--- src/hdl/clock_power_pkg.sv ---
/*
  Shared definitions for the clock and power-mode control block: special-function
  register addresses, field positions, reset values, mode encodings, timing counts
  and the external bus bundle.
  Assumes one oscillator-rate clock and a synchronous active-high reset.
*/
package clock_power_pkg;

  // ****************************************
  // Register addresses
  // ****************************************
  localparam logic [7:0] SFR_ADDR_POWER_MODE    = 8'h87;
  localparam logic [7:0] SFR_ADDR_CLOCK_CONTROL = 8'hf9;

  // ****************************************
  // power_mode_control fields
  // ****************************************
  localparam int PMC_IDLE_BIT     = 0;
  localparam int PMC_PD_BIT       = 1;
  localparam int PMC_TX_SEL_BIT   = 2;
  localparam int PMC_RX_SEL_BIT   = 3;
  localparam int PMC_POR_BIT      = 4;
  localparam int PMC_BAUD1_BIT    = 6;
  localparam int PMC_BAUD0_BIT    = 7;
  localparam logic [7:0] PMC_RESET = 8'h00;

  // ****************************************
  // clock_control_reg fields
  // ****************************************
  localparam int CCR_PRESCALE_LSB = 0;
  localparam int CCR_PRESCALE_MSB = 2;
  localparam int CCR_AUTO_BIT     = 3;
  localparam int CCR_DBGCMP_BIT   = 4;
  localparam logic [7:0] CCR_RESET = 8'h10;

  // ****************************************
  // Prescaler codes and divider
  // ****************************************
  typedef enum logic [2:0] {
    PRESCALE_DIV1    = 3'h0,
    PRESCALE_DIV2    = 3'h1,
    PRESCALE_DIV4    = 3'h2,
    PRESCALE_DIV8    = 3'h3,
    PRESCALE_DIV16   = 3'h4,
    PRESCALE_DIV32   = 3'h5,
    PRESCALE_DIV1024 = 3'h6,
    PRESCALE_DIV2048 = 3'h7
  } prescale_t;
  localparam int DIV_CNT_W = 11;

  // ****************************************
  // Power modes
  // ****************************************
  typedef enum logic [1:0] {
    MODE_RUN        = 2'b00,
    MODE_IDLE       = 2'b01,
    MODE_POWER_DOWN = 2'b10,
    MODE_RESTART    = 2'b11
  } power_mode_t;

  // ****************************************
  // Timing
  // ****************************************
  localparam int MACHINE_CYCLE_TICKS    = 4;
  localparam int RESTART_MACHINE_CYCLES = 3;
  localparam int RESTART_TICKS          = RESTART_MACHINE_CYCLES * MACHINE_CYCLE_TICKS;
  localparam int RESTART_CNT_W          = 4;

  // ****************************************
  // External bus bundle
  // ****************************************
  typedef struct packed {
    logic       ale;
    logic       program_fetch_strobe_n;
    logic       rd_n;
    logic       wr_n;
    logic [7:0] ad;
    logic       ad_oe;
    logic [7:0] addr_hi;
  } ext_bus_t;

  localparam ext_bus_t BUS_PARKED = '{
    ale:                    1'b0,
    program_fetch_strobe_n: 1'b1,
    rd_n:                   1'b1,
    wr_n:                   1'b1,
    ad:                     8'hff,
    ad_oe:                  1'b1,
    addr_hi:                8'hff
  };

endpackage : clock_power_pkg

--- src/hdl/core_clock_divider.sv ---
/*
  Free-running divider that issues one-cycle enable pulses at the oscillator rate
  divided by the selected prescaler ratio.
  Assumes the caller stops it with run_i while all clocks are to be stopped.
*/
module core_clock_divider
  import clock_power_pkg::*;
(
  // Clock and reset
  input  wire logic      ref_clk_i,
  input  wire logic      rst_i,
  // Control
  input  wire logic      run_i,
  input  wire prescale_t prescale_i,
  // Enable out
  output logic           tick_o
);

  logic [DIV_CNT_W-1:0] cnt_q;
  logic [DIV_CNT_W-1:0] mask;

  always_ff @(posedge ref_clk_i) begin
    if (rst_i) begin
      cnt_q <= '0;
    end else if (run_i) begin
      cnt_q <= cnt_q + 11'h001;
    end
  end

  always_comb begin
    case (prescale_i)
      PRESCALE_DIV1:    mask = 11'h000;
      PRESCALE_DIV2:    mask = 11'h001;
      PRESCALE_DIV4:    mask = 11'h003;
      PRESCALE_DIV8:    mask = 11'h007;
      PRESCALE_DIV16:   mask = 11'h00f;
      PRESCALE_DIV32:   mask = 11'h01f;
      PRESCALE_DIV1024: mask = 11'h3ff;
      PRESCALE_DIV2048: mask = 11'h7ff;
      default:          mask = 11'h000;
    endcase
  end

  // divided tick, ratio may change any time
  assign tick_o = run_i & ((cnt_q & mask) == mask);

endmodule : core_clock_divider

--- src/hdl/ext_bus_park.sv ---
/*
  Registered external bus driver that passes the core's bus through while running
  and parks it at fixed levels during either sleep mode.
  Assumes the core bus bundle comes from logic on the same clock.
*/
module ext_bus_park
  import clock_power_pkg::*;
(
  // Clock and reset
  input  wire logic     ref_clk_i,
  input  wire logic     rst_i,
  // Control
  input  wire logic     sleep_i,
  // Bus
  input  wire ext_bus_t core_bus_i,
  output ext_bus_t      ext_bus_o
);

  ext_bus_t bus_q;

  // park levels in both sleep modes
  always_ff @(posedge ref_clk_i) begin
    if (rst_i) begin
      bus_q <= BUS_PARKED;
    end else if (sleep_i) begin
      bus_q <= BUS_PARKED;
    end else begin
      bus_q <= core_bus_i;
    end
  end

  assign ext_bus_o = bus_q;

endmodule : ext_bus_park

--- src/hdl/clock_power_ctrl.sv ---
/*
  Clock and power-mode control: core clock prescaler with auto-restore, idle and
  power-down modes, supervisor-reset restart, register port and external bus parking.
  Assumes a 125 MHz oscillator-rate clock, a same-clock register port driven by
  the core, and interrupt requests already qualified by their enables.
*/
// What this block does
// - The core clock is the oscillator divided by a three-bit field rewritable any time.
// - Ratios are undivided, from one half down to one part in 32, then one part in 1024 and in 2048.
// - The prescaler changes no peripheral clock except the watchdog clock.
// - The watchdog is enabled by the same divided tick as the core.
// - With auto-restore set, any interrupt outside power-down forces the prescaler field to zero.
// - Ports hold data in both sleeps; peripherals run in idle and stop in power-down.
// - The watchdog is stopped in idle while the other supervisor resets stay live.
// - In both sleeps the bus parks with latch low, strobes high and both bytes all ones.
// - Writing one to bit 1 of the power register enters power-down; zero means not in it.
// - Writing one to bit 0 of the power register enters idle unless bit 1 is also one; zero means not idling.
// - Bit 6 of the power register doubles the second serial port baud rate.
// - The power register sits at address 87h and resets to 00h, with no sleep active.
// - An enabled interrupt during idle clears the idle bit and resumes the core.
// - Power-down ends only on a pin, low-voltage or debug reset, never the watchdog.
// - A supervisor reset clears idle and restarts the core after three machine cycles.
module clock_power_ctrl
  import clock_power_pkg::*;
(
  // Clock and reset
  input  wire logic       ref_clk_i,
  input  wire logic       rst_i,
  // Register port
  input  wire logic [7:0] sfr_addr_i,
  input  wire logic       sfr_wr_i,
  input  wire logic [7:0] sfr_wdata_i,
  input  wire logic       sfr_rd_i,
  output logic [7:0]      sfr_rdata_o,
  // Events
  input  wire logic       irq_i,
  input  wire logic       ext_reset_n_i,
  input  wire logic       low_voltage_detector_i,
  input  wire logic       debug_reset_i,
  input  wire logic       watchdog_timer_reset_i,
  // Clock enables
  output logic            core_clk_en_o,
  output logic            watchdog_timer_clk_en_o,
  output logic            periph_clk_en_o,
  // Status
  output logic            port_hold_o,
  output logic            supervisor_reset_o,
  output logic            idle_o,
  output logic            power_down_o,
  // Configuration out
  output logic            uart0_baud_double_o,
  output logic            uart1_baud_double_o,
  output logic            uart1_rx_clock_sel_o,
  output logic            uart1_tx_clock_sel_o,
  output logic            debug_cmp_en_o,
  // External bus
  input  wire ext_bus_t   core_bus_i,
  output ext_bus_t        ext_bus_o
);

  // ****************************************
  // Declarations
  // ****************************************
  power_mode_t              mode_q;
  power_mode_t              mode_d;
  logic [RESTART_CNT_W-1:0] restart_q;
  logic [7:0]               pmc_cfg_q;
  logic [7:0]               ccr_q;
  logic [7:0]               rdata_q;
  logic [1:0]               pin_rst_sync_q;
  logic [1:0]               lvd_sync_q;
  logic                     sup_req_q;
  logic                     sup_req;
  logic                     wr_pmc;
  logic                     wr_ccr;
  logic                     div_run;
  logic                     div_tick;
  logic                     sleeping;
  logic                     auto_restore_hit;
  logic [7:0]               pmc_read;
  prescale_t                prescale;

  // ****************************************
  // Input synchronisers
  // ****************************************
  // Pin and analog detector are asynchronous to the oscillator clock
  always_ff @(posedge ref_clk_i) begin
    if (rst_i) begin
      pin_rst_sync_q <= 2'h3;
    end else begin
      pin_rst_sync_q <= {pin_rst_sync_q[0], ext_reset_n_i};
    end
  end

  always_ff @(posedge ref_clk_i) begin
    if (rst_i) begin
      lvd_sync_q <= 2'h0;
    end else begin
      lvd_sync_q <= {lvd_sync_q[0], low_voltage_detector_i};
    end
  end

  // ****************************************
  // Supervisor reset request
  // ****************************************
  // watchdog excluded from sleep exit
  assign sup_req = ~pin_rst_sync_q[1] | lvd_sync_q[1] | debug_reset_i
                 | (watchdog_timer_reset_i & (mode_q == MODE_RUN));

  always_ff @(posedge ref_clk_i) begin
    if (rst_i) begin
      sup_req_q <= 1'b0;
    end else begin
      sup_req_q <= sup_req;
    end
  end

  assign supervisor_reset_o = sup_req_q;

  // ****************************************
  // Register decode
  // ****************************************
  assign wr_pmc = sfr_wr_i & (sfr_addr_i == SFR_ADDR_POWER_MODE);
  assign wr_ccr = sfr_wr_i & (sfr_addr_i == SFR_ADDR_CLOCK_CONTROL);

  // ****************************************
  // Power mode state machine
  // ****************************************
  always_comb begin
    mode_d = mode_q;
    case (mode_q)
      MODE_RUN: begin
        if (wr_pmc && sfr_wdata_i[PMC_PD_BIT]) begin
          mode_d = MODE_POWER_DOWN;
        end else if (wr_pmc && sfr_wdata_i[PMC_IDLE_BIT]) begin
          mode_d = MODE_IDLE;
        end
      end
      MODE_IDLE: begin
        if (irq_i) begin
          mode_d = MODE_RUN;
        end
      end
      MODE_POWER_DOWN: begin
        mode_d = MODE_POWER_DOWN;
      end
      MODE_RESTART: begin
        if (restart_q == '0) begin
          mode_d = MODE_RUN;
        end
      end
      default: begin
        mode_d = MODE_RUN;
      end
    endcase
    if (sup_req) begin
      mode_d = MODE_RESTART;
    end
  end

  always_ff @(posedge ref_clk_i) begin
    if (rst_i) begin
      mode_q <= MODE_RUN;
    end else begin
      mode_q <= mode_d;
    end
  end

  // ****************************************
  // Restart delay
  // ****************************************
  // three machine cycles of core ticks
  always_ff @(posedge ref_clk_i) begin
    if (rst_i) begin
      restart_q <= '0;
    end else if (sup_req) begin
      restart_q <= RESTART_CNT_W'(RESTART_TICKS);
    end else if (mode_q == MODE_RESTART && div_tick && restart_q != '0) begin
      restart_q <= restart_q - 4'h1;
    end
  end

  // ****************************************
  // Configuration bits of power_mode_control
  // ****************************************
  // second port baud doubling held here
  always_ff @(posedge ref_clk_i) begin
    if (rst_i || sup_req) begin
      pmc_cfg_q <= PMC_RESET;
    end else if (wr_pmc) begin
      pmc_cfg_q <= sfr_wdata_i;
    end
  end

  assign uart0_baud_double_o  = pmc_cfg_q[PMC_BAUD0_BIT];
  assign uart1_baud_double_o  = pmc_cfg_q[PMC_BAUD1_BIT];
  assign uart1_rx_clock_sel_o = pmc_cfg_q[PMC_RX_SEL_BIT];
  assign uart1_tx_clock_sel_o = pmc_cfg_q[PMC_TX_SEL_BIT];

  // Mode bits read back from the state, bit 5 reads zero
  always_comb begin
    pmc_read                = pmc_cfg_q;
    pmc_read[5]             = 1'b0;
    pmc_read[PMC_IDLE_BIT]  = (mode_q == MODE_IDLE);
    pmc_read[PMC_PD_BIT]    = (mode_q == MODE_POWER_DOWN);
  end

  // ****************************************
  // clock_control_reg
  // ****************************************
  // interrupt outranks a same-cycle write
  assign auto_restore_hit = irq_i & ccr_q[CCR_AUTO_BIT] & (mode_q != MODE_POWER_DOWN);

  always_ff @(posedge ref_clk_i) begin
    if (rst_i || sup_req) begin
      ccr_q <= CCR_RESET;
    end else begin
      if (wr_ccr) begin
        ccr_q <= {3'h0, sfr_wdata_i[4:0]};
      end
      if (auto_restore_hit) begin
        ccr_q[CCR_PRESCALE_MSB:CCR_PRESCALE_LSB] <= PRESCALE_DIV1;
      end
    end
  end

  assign prescale       = prescale_t'(ccr_q[CCR_PRESCALE_MSB:CCR_PRESCALE_LSB]);
  assign debug_cmp_en_o = ccr_q[CCR_DBGCMP_BIT];

  // ****************************************
  // Register read
  // ****************************************
  // Unmapped addresses read zero
  always_ff @(posedge ref_clk_i) begin
    if (rst_i) begin
      rdata_q <= 8'h00;
    end else if (sfr_rd_i) begin
      case (sfr_addr_i)
        SFR_ADDR_POWER_MODE:    rdata_q <= pmc_read;
        SFR_ADDR_CLOCK_CONTROL: rdata_q <= ccr_q;
        default:                rdata_q <= 8'h00;
      endcase
    end
  end

  assign sfr_rdata_o = rdata_q;

  // ****************************************
  // Clock enables
  // ****************************************
  // All clocks stop in power-down, divider included
  assign div_run = (mode_q != MODE_POWER_DOWN);

  core_clock_divider u_divider (
    .ref_clk_i  (ref_clk_i),
    .rst_i      (rst_i),
    .run_i      (div_run),
    .prescale_i (prescale),
    .tick_o     (div_tick)
  );

  // Core tick stops in both sleeps and during the restart delay
  assign core_clk_en_o = div_tick & (mode_q == MODE_RUN);

  assign watchdog_timer_clk_en_o = div_tick & (mode_q == MODE_RUN || mode_q == MODE_RESTART);

  // peripherals live in idle, stopped in power-down
  assign periph_clk_en_o = (mode_q != MODE_POWER_DOWN);

  // ****************************************
  // Sleep status and bus parking
  // ****************************************
  assign sleeping     = (mode_q == MODE_IDLE) || (mode_q == MODE_POWER_DOWN);
  assign idle_o       = (mode_q == MODE_IDLE);
  assign power_down_o = (mode_q == MODE_POWER_DOWN);

  assign port_hold_o  = sleeping;

  ext_bus_park u_bus_park (
    .ref_clk_i  (ref_clk_i),
    .rst_i      (rst_i),
    .sleep_i    (sleeping),
    .core_bus_i (core_bus_i),
    .ext_bus_o  (ext_bus_o)
  );

endmodule : clock_power_ctrl

--- config.mk ---
export PLATFORM = sky130hd
export DESIGN_NAME = clock_power_ctrl
export DESIGN_NICKNAME = d
export VERILOG_FILES = /design/src/hdl/clock_power_pkg.sv /design/src/hdl/core_clock_divider.sv /design/src/hdl/ext_bus_park.sv /design/src/hdl/clock_power_ctrl.sv
export SDC_FILE = /design/constraint.sdc
export NUM_CORES = 1
export LEC_CHECK = 0
export BUFFER_PORTS_ARGS = -buffer_cell sky130_fd_sc_hd__clkbuf_2
export CORE_ASPECT_RATIO = 0.9
export CORE_MARGIN = 2
export CORE_UTILIZATION = 35
export DETAILED_ROUTE_END_ITERATION = 16
export GPL_ROUTABILITY_DRIVEN = 0
export SETUP_SLACK_MARGIN = 0.5
export SYNTH_ARGS = -nofsm -noshare
export SYNTH_HDL_FRONTEND = slang
export SYNTH_SLANG_ARGS = --single-unit
export TNS_END_PERCENT = 50
--- constraint.sdc ---
create_clock -name ref_clk_i -period 2.35 [get_ports ref_clk_i]
set_input_delay 0.47 -clock ref_clk_i [delete_from_list [all_inputs] [get_ports ref_clk_i]]
set_output_delay 0.47 -clock ref_clk_i [all_outputs]
set_load 0.05 [all_outputs]
==> run metrics, run 1 <==
status finished clean; All-Layer GR Usage 15.6%; sum of buffers and inverters on the critical path 1; vias in the first global route 2120; TritonRoute pass-1 iters 4; die height 85.6 µm; Final setup viols 0; minimum clock period 2.08 ns; Mapped Cells 273; EDFF count, synth 0; CTS tree yes; register area share after synthesis 51.7%; synthesis-to-layout area growth 38.9%; H-tree depth 3; # rows 29; Final Max Tran Viols 0; Hold Fails Final Rpt 0; DRC violations left 0; Crit path max-delay family compound AO/OA/AOI/OAI gates; core area 7110 µm²; CP endpoint kind output pin; Setup WS pre-CTS 0.113 ns; CP Cell Sequence nor2b_1, a2111oi_4, nand3_4, nor2_4, buf_8; first-pass GRT wire length 9800 µm; Top FF cell, synth dfxtp_1; GR Overflow Total 0; Synth Cell Area 2590 µm²; # diodes 0; Root Driver clkbuf_8; Synth area leaders dfxtp_1 52%, or3_1 5.6%, nor2_1 4.6%; RSZ-0062 raised after global routing true; syn_area_per_cell 9.50 µm²; Die Width 94.7 µm; Leak 1.52 nW; Netlist cell types 48; Antenna Nets Post-Route 0; overall power 2.93 mW; Die Area 8110 µm²; startpoint types register; multi-input logic area 1210 µm²; # IOs 87; power per cell area 813 nW/µm²; CP max stage delay 0.40 ns; slowest CP cell a2111oi_4; Worst VDD drop 0.303 mV; antenna violations before repair 0; number of synthesized register bits 67; PortBufs 84; Highest Clock Rate 0.480 GHz; clock skew 0.00475 ns; crit-path max FO 5; DP Wirelength 4340 µm; routed vias/inst 4.74; Starting Density 36.5%; WP data arrival 1.61 ns; top-count cell post-synth dfxtp_1; number of max-cap violations 0; via count 2242; synthesized net count 325; FF+latch area 1350 µm²; DR iter-0 viols 104; Hold Path Class input pin to register; clk sink count 67; wire length per cell 12.8 µm; commonest cells in the netlist 67 x dfxtp_1, 32 x nor2_1, 23 x or3_1, 16 x inv_1, 15 x nand2_1; Inserted Clock Buffers 9; final worst setup slack 0.267 ns; post-synth top area share 51.7%; share of layout cells above drive strength 1 38.4%; CTS max path bufs 2; critical path class register to output pin; Synth area leader dfxtp_1; Yosys warnings 0; clock latency on the worst-skew pair 0.34 ns; largest net degree at the start of global routing 49; fillers 695; Critical Path RT 1.88 ns; Final #Nets 427; ys async rst share 0%; CTS clk-pin slew, worst paths 0.07 ns; hold slack 0.298 ns; fin crit share 88.7%; routed wire length 6070 µm; setup total negative slack 0 ns
==> path summary, 6_finish.rpt <==
| path | from | slack (ns) | endpoint | depth (start not counted) |
|---|---|---|---|---|
| worst min register to register | pin_rst_sync_q[0]$_SDFF_PP1_ | 0.41 | pin_rst_sync_q[1]$_SDFF_PP1_ | 1 |
| worst max register to register | u_divider.cnt_q[1]$_SDFFE_PP0N_ | 0.46 | restart_q[2]$_SDFFE_PP0P_ | 7 |
| worst min-delay path | core_bus_i[2] | 0.30 | u_bus_park.ext_bus_o[2]$_SDFF_PP1_ | 2 |
| worst max-delay path | u_divider.cnt_q[1]$_SDFFE_PP0N_ | 0.27 | core_clk_en_o | 5 |
==> flip-flops by register name, indices dropped and copies added, names as in the netlist <==
name and cells:
ccr_q 5, pin_rst_sync_q 2, u_divider.mask 7, restart_q 4, lvd_sync_q 2, pmc_cfg_q 5
sfr_rdata_o 7, supervisor_reset_o 1, mode_q 2, u_divider.cnt_q 11, u_bus_park.ext_bus_o 21
==> through the flow <==
step	std cells	utilization [%]	area, µm²
floorplan	273	-	2660
global placement	445	44.7	3180
detailed placement	445	44.7	3180
CTS	470	49.9	3550
global route	473	50.6	3600
finish	473	50.6	3600
==> area by class of cell <==
class	instances	area share (%)
multi-input combinational	177	33.6
tap	93	3.23
sequential	67	37.5
clock inverter	7	3.23
clock buffer	9	3.44
timing repair buffer	104	17.2
inverter	16	1.67
==> logic make-up after synthesis <==
kind of cell	after synthesis	share of synthesized area (%)
AO/OA/AOI/OAI	41	11.3
buffers and inverters	29	5.02
multiplexers	4	1.54
XOR/XNOR	11	3.72
flip-flops	67	51.7
AND/OR/NAND/NOR	114	23.6
adder cells (fa/ha/maj)	6	2.90
other	1	0.145
==> worst reg2reg max path, cell delays in order (launching register included) <==
cell,delay (ns)
dfxtp_4,0.37
nor2b_1,0.07
a2111oi_4,0.40
buf_4,0.17
buf_4,0.09
nand4_1,0.19
or3_1,0.37
a31oi_1,0.16
==> layout by cell type (no fill, tap or decap), drive strengths merged, types with 10 or more instances in the layout <==
cell type  Yosys  final
nor2          32     32
inv           16     16
buf            3     23
a211oi        10     10
a21oi         12     12
nand2         15     15
nand3         12     12
or3           23     23
clkbuf        10     90
dfxtp         67     67
==> power by group <==
part | total (mW) | internal (mW) | switching [mW]
Sequential | 1.22 | 1.19 | 0.0271
Clock | 1.14 | 0.702 | 0.439
Combinational | 0.568 | 0.207 | 0.361
==> repair_timing <==
| action | CTS | global route |
|---|---|---|
| gates resized for setup | 16 | 14 |
| buffers inserted | 9 | 3 |
| hold buffers | 0 | 0 |
| setup endpoints to repair | 20 | 12 |
| pin swaps | 8 | 5 |
==> routing by layer <==
layer	routed length [µm]	share of wire (%)	GRT usage (%)	up-vias
met5	0	0	0	-
met4	114	1.9	7.91	0
met3	202	3.3	2.90	9
met2	3100	51	26.0	39
met1	2660	44	19.2	1036
li1	-	-	-	1158
No activity file was read; power rests on OpenSTA's default activity.
==> run 2, diff against run 1 <==
Settings changed: RECOVER_POWER set to 25, REMOVE_ABC_BUFFERS set to 1.
==> run 2 against run 1 <==
  * Clock-buffer cell count up 1
  * Clock power up 4%
  * Clock skew up 0.0054 ns
  * Critical path type unchanged
==> run metrics, run 2 (synthesis gave the netlist of run 1 again) <==
status finished clean; Die Width 94.7 µm; CP endpoint kind output pin; Antenna Nets Post-Route 0; crit-path max FO 5; dpl cells 445; DR iter-0 viols 75; clk sink count 67; PortBufs 84; leading cell type in the layout, fill and taps excluded clkbuf_2; Largest register FFs 21; via count 2247; setup total negative slack 0 ns; minimum clock period 2.12 ns; Worst VDD drop 0.378 mV; first-pass GRT wire length 9670 µm; Final Max Tran Viols 0; Hold Fails Final Rpt 0; Final setup viols 0; Leak 1.49 nW; fin crit share 90.1%; die height 85.6 µm; routed vias/inst 4.78; Critical Path RT 1.88 ns; # diodes 0; # IOs 87; core area 7110 µm²; All-Layer GR Usage 15.4%; Worst Max-Slew Pin Slew 0.833 ns; TritonRoute pass-1 iters 4; power per cell area 829 nW/µm²; largest net degree at the start of global routing 48; relative slew slack 44.5%; critical path class register to output pin; Die Area 8110 µm²; clock skew 0.0101 ns; synthesis-to-layout area growth 39.6%; WP data arrival 1.65 ns; share of layout cells above drive strength 1 34.0%; Highest Clock Rate 0.472 GHz; DRC violations left 0; overall power 3.00 mW; Final #Nets 424; Root Driver clkbuf_8; Cell Count, Final, Fillers Out 470; CTS max path bufs 2; FF-to-FF path depth 7; number of max-cap violations 0; antenna violations before repair 0; Post-CTS Hold Fix Bufs 0; # rows 29; startpoint types register; fillers 691; CTS clk-pin slew, worst paths 0.08 ns; hold depth 2; RSZ-0062 raised after global routing true; Hold Path Class input pin to register; Starting Density 36.5%; clock latency on the worst-skew pair 0.34 ns; DP Wirelength 4240 µm; CTS tree yes; Inserted Clock Buffers 9; wire length per cell 13.3 µm; vias in the first global route 2073; routed wire length 6250 µm; GR Overflow Total 0; most frequent cells in the layout 63 x clkbuf_2, 62 x dfxtp_1, 29 x nor2_1, 23 x or3_1, 17 x clkbuf_1; H-tree depth 3
-- run 2: changes by cell type in the layout (fill, tap and decap cells not counted), moves of 2 or more --
cell / previous run / this run
clkbuf_8: 9 / 11
clkbuf_2: 80 / 63
buf_4: 19 / 12
clkbuf_1: 0 / 17
-- run 2: metal layers --
layer | share of wire [%] | track usage [%]
met3 | 7.0 | 6.06
met2 | 46 | 24.6
met4 | 1.1 | 4.35
met5 | 0 | 0
met1 | 45 | 19.4
-- run 2: worst max-delay path, cell delays in order, from the launching register on --
cell and delay, ns:
dfxtp_4 0.38, nor2b_1 0.07, a2111oi_4 0.42, nand3_4 0.15, nor2_4 0.14, buf_8 0.15
-- run 2: final cells by class --
class | count | area [µm²] | share of cell area [%]
flip-flops and latches | 67 | 1360 | 37.4
multi-input cells | 177 | 1220 | 33.7
repair buffers | 101 | 619 | 17.1
clock buffers | 10 | 138 | 3.80
well taps | 93 | 116 | 3.21
clock inverters | 6 | 113 | 3.11
inverters | 16 | 60.1 | 1.66
-- run 2: power by group --
part	internal, mW	switching (mW)
combinational	0.230	0.368
sequential	1.19	0.0289
clock	0.735	0.444
total	2.16	0.842
-- run 2: final timing paths --
kind	from	slack, ns	end
setup / recovery	u_divider.cnt_q[1]$_SDFFE_PP0N_	0.23	core_clk_en_o
hold / removal	core_bus_i[1]	0.30	u_bus_park.ext_bus_o[1]$_SDFF_PP1_
setup reg to reg	mode_q[0]$_SDFFE_PP0P_	0.50	mode_q[0]$_SDFFE_PP0P_
hold reg to reg	pin_rst_sync_q[0]$_SDFF_PP1_	0.41	pin_rst_sync_q[1]$_SDFF_PP1_
-- run 2: metrics by stage --
step / instance area (µm²) / setup WS [ns] / hold slack (ns) / utilization (%)
after floorplan: 2520 / -0.277 / 0.389 / -
after global placement: 3120 / 0.0320 / 0.393 / 43.9
after detailed placement: 3120 / 0.0107 / 0.395 / 43.9
after CTS: 3580 / 0.200 / 0.284 / 50.4
after global routing: 3620 / 0.132 / 0.286 / 50.9
final: 3620 / 0.232 / 0.302 / 50.9
-- run 2: timing repair --
action | 4_1_cts | 5_1_grt
pin swaps | 7 | 9
gates resized for setup | 32 | 14
setup buffers | 7 | 1
cloned | 1 | 0
setup endpoints to repair | 21 | 10
